## src/bus_sizer_regs.vh

```
// register map, field positions, reset values and timing for the bus sizer
`ifndef BUS_SIZER_REGS_VH
`define BUS_SIZER_REGS_VH

// register indices; byte address on the bus is four times the index
`define IDX_AREA0_CTL 8'hC0
`define IDX_AREA1_CTL 8'hC1
`define IDX_AREA2_CTL 8'hC2
`define IDX_AREA3_CTL 8'hC3
`define IDX_FALLBACK_CTL 8'hC7
`define IDX_SIZER_STATUS 8'hC8

// fields of an area control register
`define F_MASTER_ENABLE 7
`define F_AREA2_RANGE_MODE 6
`define F_STROBE_SHAPE_HI 5
`define F_STROBE_SHAPE_LO 4
`define F_WIDTH_SELECT 3
`define F_WAIT_HI 2
`define F_WAIT_LO 0

// reset values
`define RST_AREA_CTL 8'h00
`define RST_AREA2_CTL 8'h80
`define RST_FALLBACK_CTL 4'h0

// strobe shape codes
`define SHAPE_ROM_SRAM 2'h0

// wait codes
`define WAIT_TWO 3'h0
`define WAIT_ONE 3'h1
`define WAIT_ONE_PLUS 3'h2
`define WAIT_NONE 3'h3
`define WAIT_RESERVED 3'h4
`define WAIT_THREE 3'h5
`define WAIT_FOUR 3'h6
`define WAIT_EIGHT 3'h7

// wait state counts per code
`define WAITS_TWO 4'h2
`define WAITS_ONE 4'h1
`define WAITS_THREE 4'h3
`define WAITS_FOUR 4'h4
`define WAITS_EIGHT 4'h8

// whole-space window of area two when its range mode is 0
`define AREA2_FULL_LO 24'h002000
`define AREA2_FULL_HI 24'hFDFFFF

// operand sizes on the core port
`define SIZE_BYTE 2'h0
`define SIZE_WORD 2'h1
`define SIZE_LONG 2'h2

`endif

```

## src/wait_state_timer.v

```verilog
// wait state counter for one external bus cycle
`timescale 1ns/100ps
`include "bus_sizer_regs.vh"

module wait_state_timer (
   input wire clk_i,
   input wire rst_i,
   input wire start_i,
   input wire [2:0] code_i,
   input wire wait_n_i,
   output wire no_wait_o,
   output wire last_o,
   output wire [3:0] count_o
);

   reg [3:0] cnt_q;
   reg var_q;
   reg [3:0] load;

   // fixed codes ignore the wait pin; 1+N uses one state then the pin
   always @* begin
      case (code_i)
         `WAIT_TWO: load = `WAITS_TWO;
         `WAIT_ONE: load = `WAITS_ONE;
         `WAIT_ONE_PLUS: load = `WAITS_ONE;
         `WAIT_THREE: load = `WAITS_THREE;
         `WAIT_FOUR: load = `WAITS_FOUR;
         `WAIT_EIGHT: load = `WAITS_EIGHT;
         // reserved code 100 is treated as no wait; software must avoid it
         default: load = 4'h0;
      endcase
   end

   // code 011 skips the wait phase altogether
   assign no_wait_o = (load == 4'h0);

   // each cycle spent waiting burns one state; pin held low stretches
   always @(posedge clk_i) begin
      if (rst_i) begin
         cnt_q <= 4'h0;
         var_q <= 1'b0;
      end else if (start_i) begin
         cnt_q <= load;
         var_q <= (code_i == `WAIT_ONE_PLUS);
      end else if (cnt_q > 4'h1) begin
         cnt_q <= cnt_q - 4'h1;
      end else if (last_o) begin
         cnt_q <= 4'h0;
      end
   end

   // final wait state; in 1+N mode only once the pin has gone high
   assign last_o = (cnt_q <= 4'h1) && (!var_q || wait_n_i);
   assign count_o = cnt_q;

endmodule

```

## src/bus_sizer.v

```verilog
// chip select, wait control and dynamic bus sizing for external memory
//
// Functional notes
// - A strobe shape code of 00 gives the ROM/SRAM chip select timing; other codes change nothing.
// - With its range mode bit at 0 area two spans the whole space, with 1 it uses its own decode; reset clears the bit.
// - An area width bit of 0 selects a 16-bit external bus and 1 an 8-bit bus, for the fallback area too.
// - Accesses outside the four areas always use the fallback register's width and wait count.
// - Bit 7 of an area control register enables that area's settings when set.
// - Reset clears the enables of areas zero, one and three and sets the enable of area two.
// - Each core operand is split into as many external cycles as the area width needs.
// - 8-bit memory takes every byte on the low lane; 16-bit memory puts even bytes low and odd bytes high.
// - Idle lanes are ignored on reads, undriven on writes, and their write strobe stays off.
// - The wait field of the addressed area sets the wait states of every external cycle.
// - Reset loads every wait field with 000, giving two wait states.
// - Codes 000, 001, 101, 110 and 111 insert 2, 1, 3, 4 and 8 states regardless of the wait pin.
// - Code 011 ends the cycle with no wait state.
// - Code 010 inserts one state, then stretches while the active-low wait pin is low.
// - An access to internal I/O or RAM raises no external chip select.
//
// Chosen here: the Wishbone slave port.
`timescale 1ns/100ps
`include "bus_sizer_regs.vh"

module bus_sizer #(
   parameter ADDR_W = 24
) (
   input wire clk_i,
   input wire rst_i,
   // classic wishbone slave
   input wire wb_cyc_i,
   input wire wb_stb_i,
   input wire wb_we_i,
   input wire [9:0] wb_adr_i,
   input wire [3:0] wb_sel_i,
   input wire [31:0] wb_dat_i,
   output wire [31:0] wb_dat_o,
   output wire wb_ack_o,
   // core operand port
   input wire cpu_req_i,
   input wire cpu_we_i,
   input wire [1:0] cpu_size_i,
   input wire [ADDR_W-1:0] cpu_addr_i,
   input wire [31:0] cpu_wdata_i,
   input wire [3:0] area_hit_i,
   input wire internal_hit_i,
   output wire cpu_ready_o,
   output wire cpu_ack_o,
   output wire [31:0] cpu_rdata_o,
   // external memory pins
   output wire [ADDR_W-1:0] mem_addr_o,
   output wire [3:0] mem_cs_n_o,
   output wire mem_rd_n_o,
   output wire [1:0] mem_wr_n_o,
   input wire [15:0] mem_d_i,
   output wire [15:0] mem_d_o,
   output wire [1:0] mem_d_oe_o,
   input wire mem_wait_n_i
);

   localparam ST_IDLE = 2'h0;
   localparam ST_T1 = 2'h1;
   localparam ST_TW = 2'h2;
   localparam ST_T2 = 2'h3;

   reg [7:0] area_ctl_q [0:3];
   reg [3:0] fb_ctl_q;
   reg wb_ack_q;
   reg [31:0] wb_dat_q;
   reg [31:0] rd_mux;
   reg [1:0] state_q;
   reg [ADDR_W-1:0] addr_q;
   reg [2:0] left_q;
   reg [1:0] done_q;
   reg we_q;
   reg [31:0] wdata_q;
   reg [31:0] rdata_q;
   reg wide_q;
   reg [2:0] wcode_q;
   reg [3:0] cs_sel_q;
   reg ack_q;
   reg [ADDR_W-1:0] mem_addr_q;
   reg [3:0] cs_n_q;
   reg rd_n_q;
   reg [1:0] wr_n_q;
   reg [15:0] dout_q;
   reg [1:0] oe_q;
   reg wait_meta_q;
   reg wait_sync_q;
   reg [3:0] hit;
   reg [2:0] area_idx;
   reg area_found;
   reg pick_wide;
   reg [2:0] pick_wait;
   reg [2:0] sz_bytes;
   reg two_bytes;
   integer i;
   integer j;

   wire wb_access = wb_cyc_i & wb_stb_i;
   wire [7:0] wb_idx = wb_adr_i[9:2];
   wire wt_no_wait;
   wire wt_last;
   wire [3:0] wt_count;
   wire beat_start = (state_q == ST_T1);

   // register reads; the area registers read back so software can
   // check its setup, unmapped words answer zero
   always @* begin
      case (wb_idx)
         `IDX_AREA0_CTL: rd_mux = {24'h000000, area_ctl_q[0]};
         `IDX_AREA1_CTL: rd_mux = {24'h000000, area_ctl_q[1]};
         `IDX_AREA2_CTL: rd_mux = {24'h000000, area_ctl_q[2]};
         `IDX_AREA3_CTL: rd_mux = {24'h000000, area_ctl_q[3]};
         `IDX_FALLBACK_CTL: rd_mux = {28'h0000000, fb_ctl_q};
         `IDX_SIZER_STATUS: rd_mux = {16'h0000, cs_sel_q, wt_count,
                                      1'b0, left_q, wide_q, wcode_q};
         default: rd_mux = 32'h00000000;
      endcase
   end

   // wishbone answer one cycle after the request, dropped the next cycle
   always @(posedge clk_i) begin
      if (rst_i) begin
         wb_ack_q <= 1'b0;
         wb_dat_q <= 32'h00000000;
      end else begin
         wb_ack_q <= wb_access & ~wb_ack_q;
         wb_dat_q <= rd_mux;
      end
   end

   // control register writes land on the edge at which the master sees
   // ack, so an abandoned request never changes the setup
   always @(posedge clk_i) begin
      if (rst_i) begin
         for (j = 0; j < 4; j = j + 1) begin
            area_ctl_q[j] <= `RST_AREA_CTL;
         end
         area_ctl_q[2] <= `RST_AREA2_CTL;
         fb_ctl_q <= `RST_FALLBACK_CTL;
      end else if (wb_access & wb_we_i & wb_sel_i[0] & wb_ack_q) begin
         case (wb_idx)
            `IDX_AREA0_CTL: area_ctl_q[0] <= wb_dat_i[7:0];
            `IDX_AREA1_CTL: area_ctl_q[1] <= wb_dat_i[7:0];
            `IDX_AREA2_CTL: area_ctl_q[2] <= wb_dat_i[7:0];
            `IDX_AREA3_CTL: area_ctl_q[3] <= wb_dat_i[7:0];
            `IDX_FALLBACK_CTL: fb_ctl_q <= wb_dat_i[3:0];
            default: fb_ctl_q <= fb_ctl_q;
         endcase
      end
   end

   // the wait pin is asynchronous, so it passes two flops first
   always @(posedge clk_i) begin
      if (rst_i) begin
         wait_meta_q <= 1'b1;
         wait_sync_q <= 1'b1;
      end else begin
         wait_meta_q <= mem_wait_n_i;
         wait_sync_q <= wait_meta_q;
      end
   end

   // area decode: enabled areas in index order, then the fallback;
   // the strobe shape field only has the ROM/SRAM timing, so other
   // codes select the same waveform
   always @* begin
      hit = area_hit_i;
      if (!area_ctl_q[2][`F_AREA2_RANGE_MODE]) begin
         hit[2] = (cpu_addr_i >= `AREA2_FULL_LO) &&
                  (cpu_addr_i <= `AREA2_FULL_HI);
      end
      area_found = 1'b0;
      area_idx = 3'h4;
      for (i = 3; i >= 0; i = i - 1) begin
         if (hit[i] && area_ctl_q[i][`F_MASTER_ENABLE]) begin
            area_found = 1'b1;
            area_idx = i[2:0];
         end
      end
      if (area_found) begin
         pick_wide = ~area_ctl_q[area_idx[1:0]][`F_WIDTH_SELECT];
         pick_wait = area_ctl_q[area_idx[1:0]][`F_WAIT_HI:`F_WAIT_LO];
      end else begin
         pick_wide = ~fb_ctl_q[`F_WIDTH_SELECT];
         pick_wait = fb_ctl_q[`F_WAIT_HI:`F_WAIT_LO];
      end
      case (cpu_size_i)
         `SIZE_BYTE: sz_bytes = 3'h1;
         `SIZE_WORD: sz_bytes = 3'h2;
         default: sz_bytes = 3'h4;
      endcase
   end

   // a beat carries two bytes only on 16-bit memory, even address and
   // at least two bytes left; odd starts open with a single byte
   always @* begin
      two_bytes = wide_q && !addr_q[0] && (left_q >= 3'h2);
   end

   // bus cycle sequencer: T1 address phase, TW waits, T2 data phase
   always @(posedge clk_i) begin
      if (rst_i) begin
         state_q <= ST_IDLE;
         addr_q <= {ADDR_W{1'b0}};
         left_q <= 3'h0;
         done_q <= 2'h0;
         we_q <= 1'b0;
         wdata_q <= 32'h00000000;
         rdata_q <= 32'h00000000;
         wide_q <= 1'b0;
         wcode_q <= 3'h0;
         cs_sel_q <= 4'h0;
         ack_q <= 1'b0;
      end else begin
         ack_q <= 1'b0;
         case (state_q)
            ST_IDLE: begin
               if (cpu_req_i && internal_hit_i) begin
                  // internal targets answer at once, no external cycle
                  ack_q <= 1'b1;
                  rdata_q <= 32'h00000000;
                  cs_sel_q <= 4'h0;
               end else if (cpu_req_i) begin
                  addr_q <= cpu_addr_i;
                  left_q <= sz_bytes;
                  done_q <= 2'h0;
                  we_q <= cpu_we_i;
                  wdata_q <= cpu_wdata_i;
                  rdata_q <= 32'h00000000;
                  wide_q <= pick_wide;
                  wcode_q <= pick_wait;
                  cs_sel_q <= area_found ?
                              (4'h1 << area_idx[1:0]) : 4'h0;
                  state_q <= ST_T1;
               end
            end
            ST_T1: begin
               state_q <= wt_no_wait ? ST_T2 : ST_TW;
            end
            ST_TW: begin
               if (wt_last) begin
                  state_q <= ST_T2;
               end
            end
            ST_T2: begin
               // gather read bytes from the lane that carried them
               if (!we_q) begin
                  if (two_bytes) begin
                     rdata_q[done_q*8 +: 16] <= mem_d_i;
                  end else if (wide_q && addr_q[0]) begin
                     rdata_q[done_q*8 +: 8] <= mem_d_i[15:8];
                  end else begin
                     rdata_q[done_q*8 +: 8] <= mem_d_i[7:0];
                  end
               end
               if (two_bytes) begin
                  addr_q <= addr_q + {{(ADDR_W-2){1'b0}}, 2'h2};
                  done_q <= done_q + 2'h2;
                  left_q <= left_q - 3'h2;
               end else begin
                  addr_q <= addr_q + {{(ADDR_W-1){1'b0}}, 1'b1};
                  done_q <= done_q + 2'h1;
                  left_q <= left_q - 3'h1;
               end
               if ((two_bytes && left_q == 3'h2) || left_q == 3'h1) begin
                  ack_q <= 1'b1;
                  cs_sel_q <= 4'h0;
                  state_q <= ST_IDLE;
               end else begin
                  state_q <= ST_T1;
               end
            end
            default: state_q <= ST_IDLE;
         endcase
      end
   end

   // pin drive registered from the current state, so strobes and lanes
   // change cleanly on the clock edge that closes each phase
   always @(posedge clk_i) begin
      if (rst_i) begin
         mem_addr_q <= {ADDR_W{1'b0}};
         cs_n_q <= 4'hF;
         rd_n_q <= 1'b1;
         wr_n_q <= 2'h3;
         dout_q <= 16'h0000;
         oe_q <= 2'h0;
      end else if (state_q == ST_T1 || state_q == ST_TW) begin
         // address, select and strobe hold through every wait state
         mem_addr_q <= addr_q;
         cs_n_q <= ~cs_sel_q;
         rd_n_q <= we_q;
         if (we_q) begin
            if (two_bytes) begin
               dout_q <= wdata_q[done_q*8 +: 16];
               oe_q <= 2'h3;
               wr_n_q <= 2'h0;
            end else if (wide_q && addr_q[0]) begin
               // odd byte rides the high lane; low lane left floating
               dout_q <= {wdata_q[done_q*8 +: 8], 8'h00};
               oe_q <= 2'h2;
               wr_n_q <= 2'h1;
            end else begin
               dout_q <= {8'h00, wdata_q[done_q*8 +: 8]};
               oe_q <= 2'h1;
               wr_n_q <= 2'h2;
            end
         end else begin
            oe_q <= 2'h0;
            wr_n_q <= 2'h3;
         end
      end else begin
         cs_n_q <= 4'hF;
         rd_n_q <= 1'b1;
         wr_n_q <= 2'h3;
         oe_q <= 2'h0;
      end
   end

   wait_state_timer u_wait (
      .clk_i(clk_i),
      .rst_i(rst_i),
      .start_i(beat_start),
      .code_i(wcode_q),
      .wait_n_i(wait_sync_q),
      .no_wait_o(wt_no_wait),
      .last_o(wt_last),
      .count_o(wt_count)
   );

   assign wb_ack_o = wb_ack_q;
   assign wb_dat_o = wb_dat_q;
   assign cpu_ready_o = (state_q == ST_IDLE) & ~ack_q;
   assign cpu_ack_o = ack_q;
   assign cpu_rdata_o = rdata_q;
   assign mem_addr_o = mem_addr_q;
   assign mem_cs_n_o = cs_n_q;
   assign mem_rd_n_o = rd_n_q;
   assign mem_wr_n_o = wr_n_q;
   assign mem_d_o = dout_q;
   assign mem_d_oe_o = oe_q;

endmodule

```

## config.mk

```make
export PLATFORM = sky130hd
export DESIGN_NAME = bus_sizer
export DESIGN_NICKNAME = d
export VERILOG_FILES = /design/src/wait_state_timer.v /design/src/bus_sizer.v
export VERILOG_INCLUDE_DIRS = /design/src /design/src/src
export SDC_FILE = /design/constraint.sdc
export NUM_CORES = 1
export LEC_CHECK = 0
export BUFFER_PORTS_ARGS = -buffer_cell sky130_fd_sc_hd__buf_2
export CAP_MARGIN = 20
export CORE_UTILIZATION = 42
export DETAILED_ROUTE_END_ITERATION = 8
export PLACE_DENSITY = 0.65
export SYNTH_ARGS = -nofsm -noshare
export SYNTH_HDL_FRONTEND = slang
export SYNTH_HIERARCHICAL = 1
export SYNTH_SLANG_ARGS = --single-unit
```

## constraint.sdc

```tcl
create_clock -name clk_i -period 3.5 [get_ports clk_i]
set_input_delay 0.175 -clock clk_i [delete_from_list [all_inputs] [get_ports clk_i]]
set_output_delay 0.175 -clock clk_i [all_outputs]
set_load 0.02 [all_outputs]
```

# == Word-level counts from Yosys, hierarchy flattened ==
# Memories as Yosys holds them, arrays and structs flattened.
# Index checks and enable logic that the tools add are counted.
# totals
ff_bits,198
ram_bits,32
inputBits,133
out_inout_bits,116
memories,1
# classes
add_sub_neg,8
n_lt_le_gt_ge,5
eq_ne,23
n_shift,8
n_mux,81
bitwise,19
n_reduce_logical,32
# memory_table
name,words,word_bits,rd,rd_clocked_by_memory_dff,wr,line,text
area_ctl_q,4,8,5,0,4,bus_sizer.v:65,reg [7:0] area_ctl_q [0:3];
# ops
operator,n
2-to-1 mux 32 bit,5
bitwise mux 32 bit,3
one-hot mux 16 bit (6 select lines),1
2-to-1 mux 24 bit,3
variable part select 8 x 34 -> 32 bit,2
one-hot mux 32 bit (2 select lines),1
equality test 8 bit (second input constant),6
one-hot mux 24 bit (2 select lines),1
2-to-1 mux 8 bit,5
negator 5 -> 34 bit,1
variable shift 16 x 34 -> 32 bit (first input constant),1
variable shift 8 x 34 -> 32 bit (first input constant),1
variable part select 16 x 34 -> 32 bit,1
2-to-1 mux 16 bit,2
variable part select 32 x 6 -> 16 bit,1
variable part select 32 x 6 -> 8 bit,1
2-to-1 mux 1 bit,28
2-to-1 mux 2 bit,14
2-to-1 mux 4 bit,7
adder 24 x 1 -> 24 bit (second input constant),1
adder 24 x 2 -> 24 bit (second input constant),1
greater-or-equal comparator 24 x 14 -> 1 bit (second input constant),1
less-or-equal comparator 24 bit (second input constant),1
one-hot mux 4 bit (5 select lines),1
other kinds (39),87

# == Logic depth before layout (Yosys ltp) ==
# Gate-level depths: netlist of run 1.
# logic_depth
depth_word,12
depth_mapped,13

# == Cells and area by module ==
# Netlist of run 1, hierarchy kept.
# modules_own_cells
module,instances,cells_per_inst,area_each_um2,seq_area_each_um2
bus_sizer,1,1188,10213.5,4344.2
wait_state_timer,1,47,402.9,100.1

# == Least setup slack after synthesis of run 1 ==
# OpenSTA, ideal clock, no wires.
# synth_path
path_type,reg2reg
from,register done_q[1]
to,register rdata_q[16] (netlist: cpu_rdata_o[16])
setup_time_ps,86
arrival_ps,2721
path_slack_ps,694
stages_incl_launch_ff,11
path_buffers,4
synth_period_minus_slack_ps,2806
path_cell_list,dfxtp_1 > clkbuf_1 > buf_2 > buf_2 > inv_1 > ha_1 > clkbuf_1 > nand2_1 > nor4_2 > a22oi_1 > a211oi_1
# synth_via
elab_chain_len,7
# synth_lines
element,line,text
start: declaration,bus_sizer.v:73,reg [1:0] done_q;
start signal: assignment,bus_sizer.v:259,done_q <= done_q + 2'h2;
start signal: assignment,bus_sizer.v:263,done_q <= done_q + 2'h1;
negator 5 -> 34 bit *,"bus_sizer.v:250, bus_sizer.v:252, bus_sizer.v:254",
variable part select 8 x 34 -> 32 bit (tied with other cells),bus_sizer.v:254,rdata_q[done_q*8 +: 8] <= mem_d_i[7:0];
"bitwise mux 32 bit, on equally long branches","bus_sizer.v:254, bus_sizer.v:252",
2-to-1 mux 32 bit,bus_sizer.v:251,end else if (wide_q && addr_q[0]) begin
2-to-1 mux 32 bit *,bus_sizer.v:249,if (two_bytes) begin
2-to-1 mux 32 bit *,bus_sizer.v:248,if (!we_q) begin
one-hot mux 32 bit (2 select lines) *,bus_sizer.v:217,case (state_q)
end signal: indexed assignment,bus_sizer.v:250,rdata_q[done_q*8 +: 16] <= mem_d_i;
end signal: indexed assignment,bus_sizer.v:252,rdata_q[done_q*8 +: 8] <= mem_d_i[15:8];
end signal: indexed assignment,bus_sizer.v:254,
end: declaration,bus_sizer.v:76,reg [31:0] rdata_q;
# Mark *: on every way between the ends. The rest lies on a longest branch, timed or not. The select of a mux whose other input is x is not followed.
# A chain may end at the register's enable or synchronous reset.

# == Final worst setup path of run 1 ==
# layout_path
from,register left_q[1]
to,register rdata_q[22] (netlist: cpu_rdata_o[22])
# layout_via
elab_chain_len,5
# layout_lines
element,line,text
start: declaration,bus_sizer.v:72,reg [2:0] left_q;
start signal: assignment,bus_sizer.v:226,left_q <= sz_bytes;
start signal: assignment,bus_sizer.v:260,left_q <= left_q - 3'h2;
start signal: assignment,bus_sizer.v:264,left_q <= left_q - 3'h1;
greater-or-equal comparator 3 x 2 -> 1 bit,bus_sizer.v:198,two_bytes = wide_q && !addr_q[0] && (left_q >= 3'h2);
logical AND 1 bit,bus_sizer.v:198,
2-to-1 mux 32 bit,bus_sizer.v:249,
2-to-1 mux 32 bit,bus_sizer.v:248,
one-hot mux 32 bit (2 select lines),bus_sizer.v:217,
# No other way between the ends. The select of a mux whose other input is x is not followed.

==> impl_metrics.ini, run 1 <==
[critical_path]
worstPathMaxFanout = 22
end_kind = flip-flop
path_class = reg2reg
worstSetupStartpointType = flip-flop
cp.arrival_ns = 3.20
worst_ep_required_time_ns = 3.86

[grt]
grt_usage_pct = 22.9
gr-usage-met1_pct = 31.8
grt_pass1_wl_um = 48500
grt_overflow = 0
met2_usage_pct = 36.2
antenna_found_initial = 0
grt_busiest_layer = met2
grt_max_degree = 67
grt_util_met3_pct = 4.03
grt_pass1_vias = 9194

[timing]
slew_viol_final = 0
timing.hold.ws_ns = 0.0200
rsz0062_at_grt = false
tns_ns = 0
min_period_ns = 2.84
final.setup.worst_slack_ns = 0.655
max_slew_margin_pct = 48.2
tightest_slew_ns = 0.777
fmax_mhz = 352
fin_skew_ns = 0.0116
hold_viol = 0
setup_viol = 0
period_share_pct = 81.3

[route]
ant_nets = 0
vias = 9991
wl_per_cell_um = 17.2
drtIter0Drc = 729
drc = 0
via_per_inst = 5.56
drt-total-wl_um = 30900
firstDrtPassIters = 5

[yosys]
synth_xor_area_share_pct = 0.165
syn_area_sq_mm = 0.0106
synth_compound_area_share_pct = 22.1
synth_seq_cells = 214
yosys_warnings = 6
synth_top_family_by_area = simple AND/OR/NAND/NOR gates
muxShareOfSynthArea_pct = 5.94
synth_cell_types = 81
synth_edf_count = 16
async_reset_ff_share_pct = 0
yosysSeqAreaShare_pct = 41.9
yosys.area_share.adder_pct = 2.00
yosys.area_share.simple_pct = 22.3
ys.flop_type = dfxtp_1
syn_avg_cell_area_sq_um = 8.60
synth_cells = 1235

[clocking]
cts_tree = done
clk_pin_slew_ns = 0.06
cts_max_level = 1
cts.sinks = 214
numCtsBuffers = 24
clkLatencyLatePin_ns = 0.51
cts_buffer_depth = 3
ctsRootBufferMaster = clkbuf_16
post_cts_resized = 0

[power]
p_leak_uw = 0.00518
power_density_mw_per_mm2 = 697
vdd_ir_drop_max_mv = 0.417

[floorplanning]
fp-row-count = 57
pin_count = 249
die_x_um = 161
initial_core_util_pct = 43.3
dieArea_sq_mm = 0.0259
coreArea_sq_mm = 0.0245
die_h_um = 161

[placement]
io_buffers = 203
place_area_sq_mm = 0.0118
dp_hpwl_um = 21300
dpl_worst_slack_ns = 0.670
gp_congestion = 0.892

[layout]
syn_to_final_growth_pct = 23.7
final_layout_size_suffix_gt1_share_pct = 21.5
multiInputGateArea_sq_mm = 0.00565
final_area_sq_mm = 0.0131
layout_commonest_cell = buf_2
fill_cells = 2341
nNetsFinal = 1605
seqCellArea_sq_mm = 0.00444
layout_common_cells = buf_2 (202), dfxtp_1 (198), nand2_1 (138)
diodes = 0

[flow_run]
maxCapViolations = 0

[outcome]
status = finished clean

[hold_path]
hold_class = in2reg
[worst max-delay path, stage by stage (launching register included)]
cell,delay (ns)
dfxtp_1,0.42
inv_1,0.13
ha_1,0.31
a21oi_4,0.59
mux2i_1,0.16
o21ai_1,0.55
and2_1,0.40
a211oi_1,0.12
[cells in the mapped netlist, types with 24 or more instances]
| library cell | n | area share [%] |
|---|---|---|
| mux2i_1 | 45 | 4.2 |
| a211oi_1 | 40 | 2.8 |
| inv_1 | 31 | 1.1 |
| a22oi_1 | 50 | 3.5 |
| buf_2 | 24 | 1.1 |
| nor2_1 | 124 | 4.4 |
| dfxtp_1 | 198 | 37 |
| and2_1 | 27 | 1.6 |
| o21ai_0 | 42 | 2.0 |
| nand2_1 | 138 | 4.9 |
| nor3_1 | 43 | 2.0 |
| clkbuf_1 | 47 | 1.7 |
| a21oi_1 | 104 | 4.9 |
[layer usage]
layer,routed length [um],vias up,share of wire (%)
li1,-,4898,-
met1,14100,4668,46
met2,13800,374,45
met3,2140,51,6.9
met4,864,0,2.8
met5,0,-,0
[flip-flops by register name (all words and copies together) (netlist names), 3 cells and up]
name,cells
wdata_q,32
left_q,3
mem_addr_o,24
fb_ctl_q,4
mem_cs_n_o,4
area_ctl_q,32
u_wait/count_o,4
mem_d_o,16
wb_dat_o,16
addr_q,24
cpu_rdata_o,32
cs_sel_q,4
wcode_q,3
[power breakdown]
part | leakage (uW) | switching, uW | total (uW) | internal [uW]
sequential | 0.00178 | 433 | 3380 | 2940
combinational | 0.00300 | 2040 | 3310 | 1270
clock | 0.000396 | 997 | 2470 | 1480
total | 0.00518 | 3470 | 9160 | 5690
[metrics by stage]
step           util, %  cells  power [uW]
2_1_floorplan        -   1250        5710
3_3_place_gp      48.0   1695        6580
3_5_place_dp      48.0   1695        6640
4_1_cts           53.5   1795        9200
5_1_grt           53.5   1796        9700
6_report          53.5   1796        9160
[cells by family after synthesis]
family                   count (synthesis)
XOR/XNOR                                 2
AND/OR/NAND/NOR                        467
AO/OA/AOI/OAI                          345
buffers and inverters                  132
flip-flops                             214
multiplexers                            57
adder cells (fa/ha/maj)                 17
other                                    1
[final timing paths]
path | startpoint | endpoint | slack (ns) | cells after the start
max | left_q[1] | cpu_rdata_o[22] | 0.66 | 7
min | wb_dat_i[3] | area_ctl_q[3][3] | 0.02 | 3
max reg2reg | left_q[1] | cpu_rdata_o[22] | 0.66 | 7
min reg2reg | wait_meta_q | wait_sync_q | 0.41 | 1
[timing repair]
action,4_1_cts,5_1_grt
buffers inserted,0,0
endpoints found under the hold margin,60,0
hold buffers,57,0
[cell type report]
type / count / share of cell area (%)
clock buffers: 32 / 5.34
clock inverters: 11 / 0.629
inverters: 32 / 0.914
multi-input cells: 904 / 43.0
flip-flops and latches: 214 / 33.8
well taps: 324 / 3.09
repair buffers: 279 / 13.2
Note: power is estimated with default switching activity, not from simulation.
==> inputs of run 2 (changes only) <==
Settings changed: PLACE_DENSITY 0.65 to 0.67.
Clock period 3.5 ns to 2.6 ns, I/O delays scaled along.
==> impl_metrics.ini, run 2 (synthesis results as in run 1) <==
[clocking]
clk_pin_slew_ns = 0.06
cts_hold_buf = 70
cts.sinks = 214
post_cts_resized = 0
cts_tree = done
postCtsSetupBuffers = 0
clkLatencyLatePin_ns = 0.54
cts_buffer_depth = 3
ctsRootBufferMaster = clkbuf_16
cts_max_level = 1
numCtsBuffers = 25

[grt]
grt_overflow = 0
grt_pass1_vias = 9719
grt_max_degree = 73
grt_pass1_wl_um = 50100
antenna_found_initial = 1
grt_usage_pct = 23.6

[critical_path]
startpoint = left_q[0]
cp.buffers_inverters = 2
end_kind = flip-flop
worst_ep_required_time_ns = 3.05
cp.arrival_ns = 2.88
worstSetupStartpointType = flip-flop
path_cells = inv_1, ha_1, nand2b_4, a21o_4, nand2_1, o32a_1, dlygate4sd3_1, a211oi_1
worstPathMaxFanout = 11
r2r-start = left_q[0]
critPathMaxStageDelay_ns = 0.58
slowest_stage = dlygate4sd3_1
crit_family = buffers and inverters
path_class = reg2reg

[layout]
final_layout_size_suffix_gt1_share_pct = 21.8
nNetsFinal = 1633
layout_commonest_cell = buf_2
syn_to_final_growth_pct = 27.0
post-route-util_pct = 55.0
final_area_sq_mm = 0.0135
layout_common_cells = buf_2 (202), dfxtp_1 (198), nand2_1 (138)
diodes = 0

[timing]
hold_viol = 0
tightest_slew_ns = 0.854
max_slew_margin_pct = 42.8
min_period_ns = 2.43
period_share_pct = 93.6
fmax_mhz = 411
rsz0062_at_grt = false
fin_skew_ns = 0.0297
tns_ns = 0
setup_viol = 0
slew_viol_final = 0

[floorplanning]
fp-row-count = 57
coreArea_sq_mm = 0.0245
die_x_um = 161
dieArea_sq_mm = 0.0259
initial_core_util_pct = 43.3
pin_count = 249
die_h_um = 161

[power]
vdd_ir_drop_max_mv = 0.574
p_leak_uw = 0.00534
power_density_mw_per_mm2 = 955
total_power_uw = 12900

[outcome]
status = finished clean

[route]
firstDrtPassIters = 8
via_per_inst = 5.64
dr.max_layer_used = met5
met3WireLength_um = 2170
drtIter0Drc = 831
vias = 10299
wl_met1_um = 14200
drc = 0
drt-total-wl_um = 31700
ant_nets = 0
wl_met2_um = 14500
wl_per_cell_um = 17.4

[placement]
place_area_sq_mm = 0.0119
io_buffers = 203
dp_hpwl_um = 21700
gp_congestion = 0.889

[flow_run]
maxCapViolations = 0

[hold_path]
hold_class = in2reg
min-delay-start = rst_i
## run 2: cell count changes in the layout (fill, tap and decap cells not counted), sizes merged
cell,previous run,this run
dlygate4sd3,57,70
bufinv,1,5
clkinv,10,5
inv,31,32
clkbuf,32,34
buf,222,236
## run 2: metal layers
metal / up-vias / global-route usage (%)
met5: - / 0
met3: 76 / 3.80
met4: 2 / 7.20
met1: 4818 / 32.4
met2: 444 / 38.2
li1: 4959 / -
## run 2: power by group
part / internal (uW) / switching [uW] / total, uW
logic: 1820 / 2800 / 4620
clock network: 2330 / 1420 / 3740
registers: 3960 / 557 / 4520
total: 8100 / 4780 / 12900
## run 2: per-stage QoR
stage / cells / setup WS (ns) / hold WS (ns)
3_3_place_gp: 1710 / 0.289 / 0.319
4_1_cts: 1825 / 0.196 / 0.00638
6_report: 1825 / 0.167 / 0.0220
3_5_place_dp: 1710 / 0.273 / 0.318
2_1_floorplan: 1250 / 0.0682 / 0.196
5_1_grt: 1825 / 0.0259 / 0.0269
## run 2: worst reg2reg max path, cell delays in order (launching register included)
cell and delay [ns]:
dfxtp_1 0.46, inv_1 0.12, ha_1 0.27, nand2b_4 0.13, a21o_4 0.22, nand2_1 0.15
o32a_1 0.20, dlygate4sd3_1 0.58, a211oi_1 0.22
## run 2: path summary, 6_finish.rpt
check | end | slack, ns | depth (start not counted)
max | left_q[0] | 0.17 | 8
min | cs_sel_q[3] | 0.02 | 2
max reg2reg | left_q[0] | 0.17 | 8
min reg2reg | mem_cs_n_o[3] | 0.40 | 1
## run 2: area by class of cell
class	instances	area (sq um)
clock inverters	11	190
multi-input cells	904	5660
fillers	2255	11100
flip-flops and latches	214	4440
clock buffers	34	679
repair buffers	306	1980
inverters	32	120
well taps	324	405
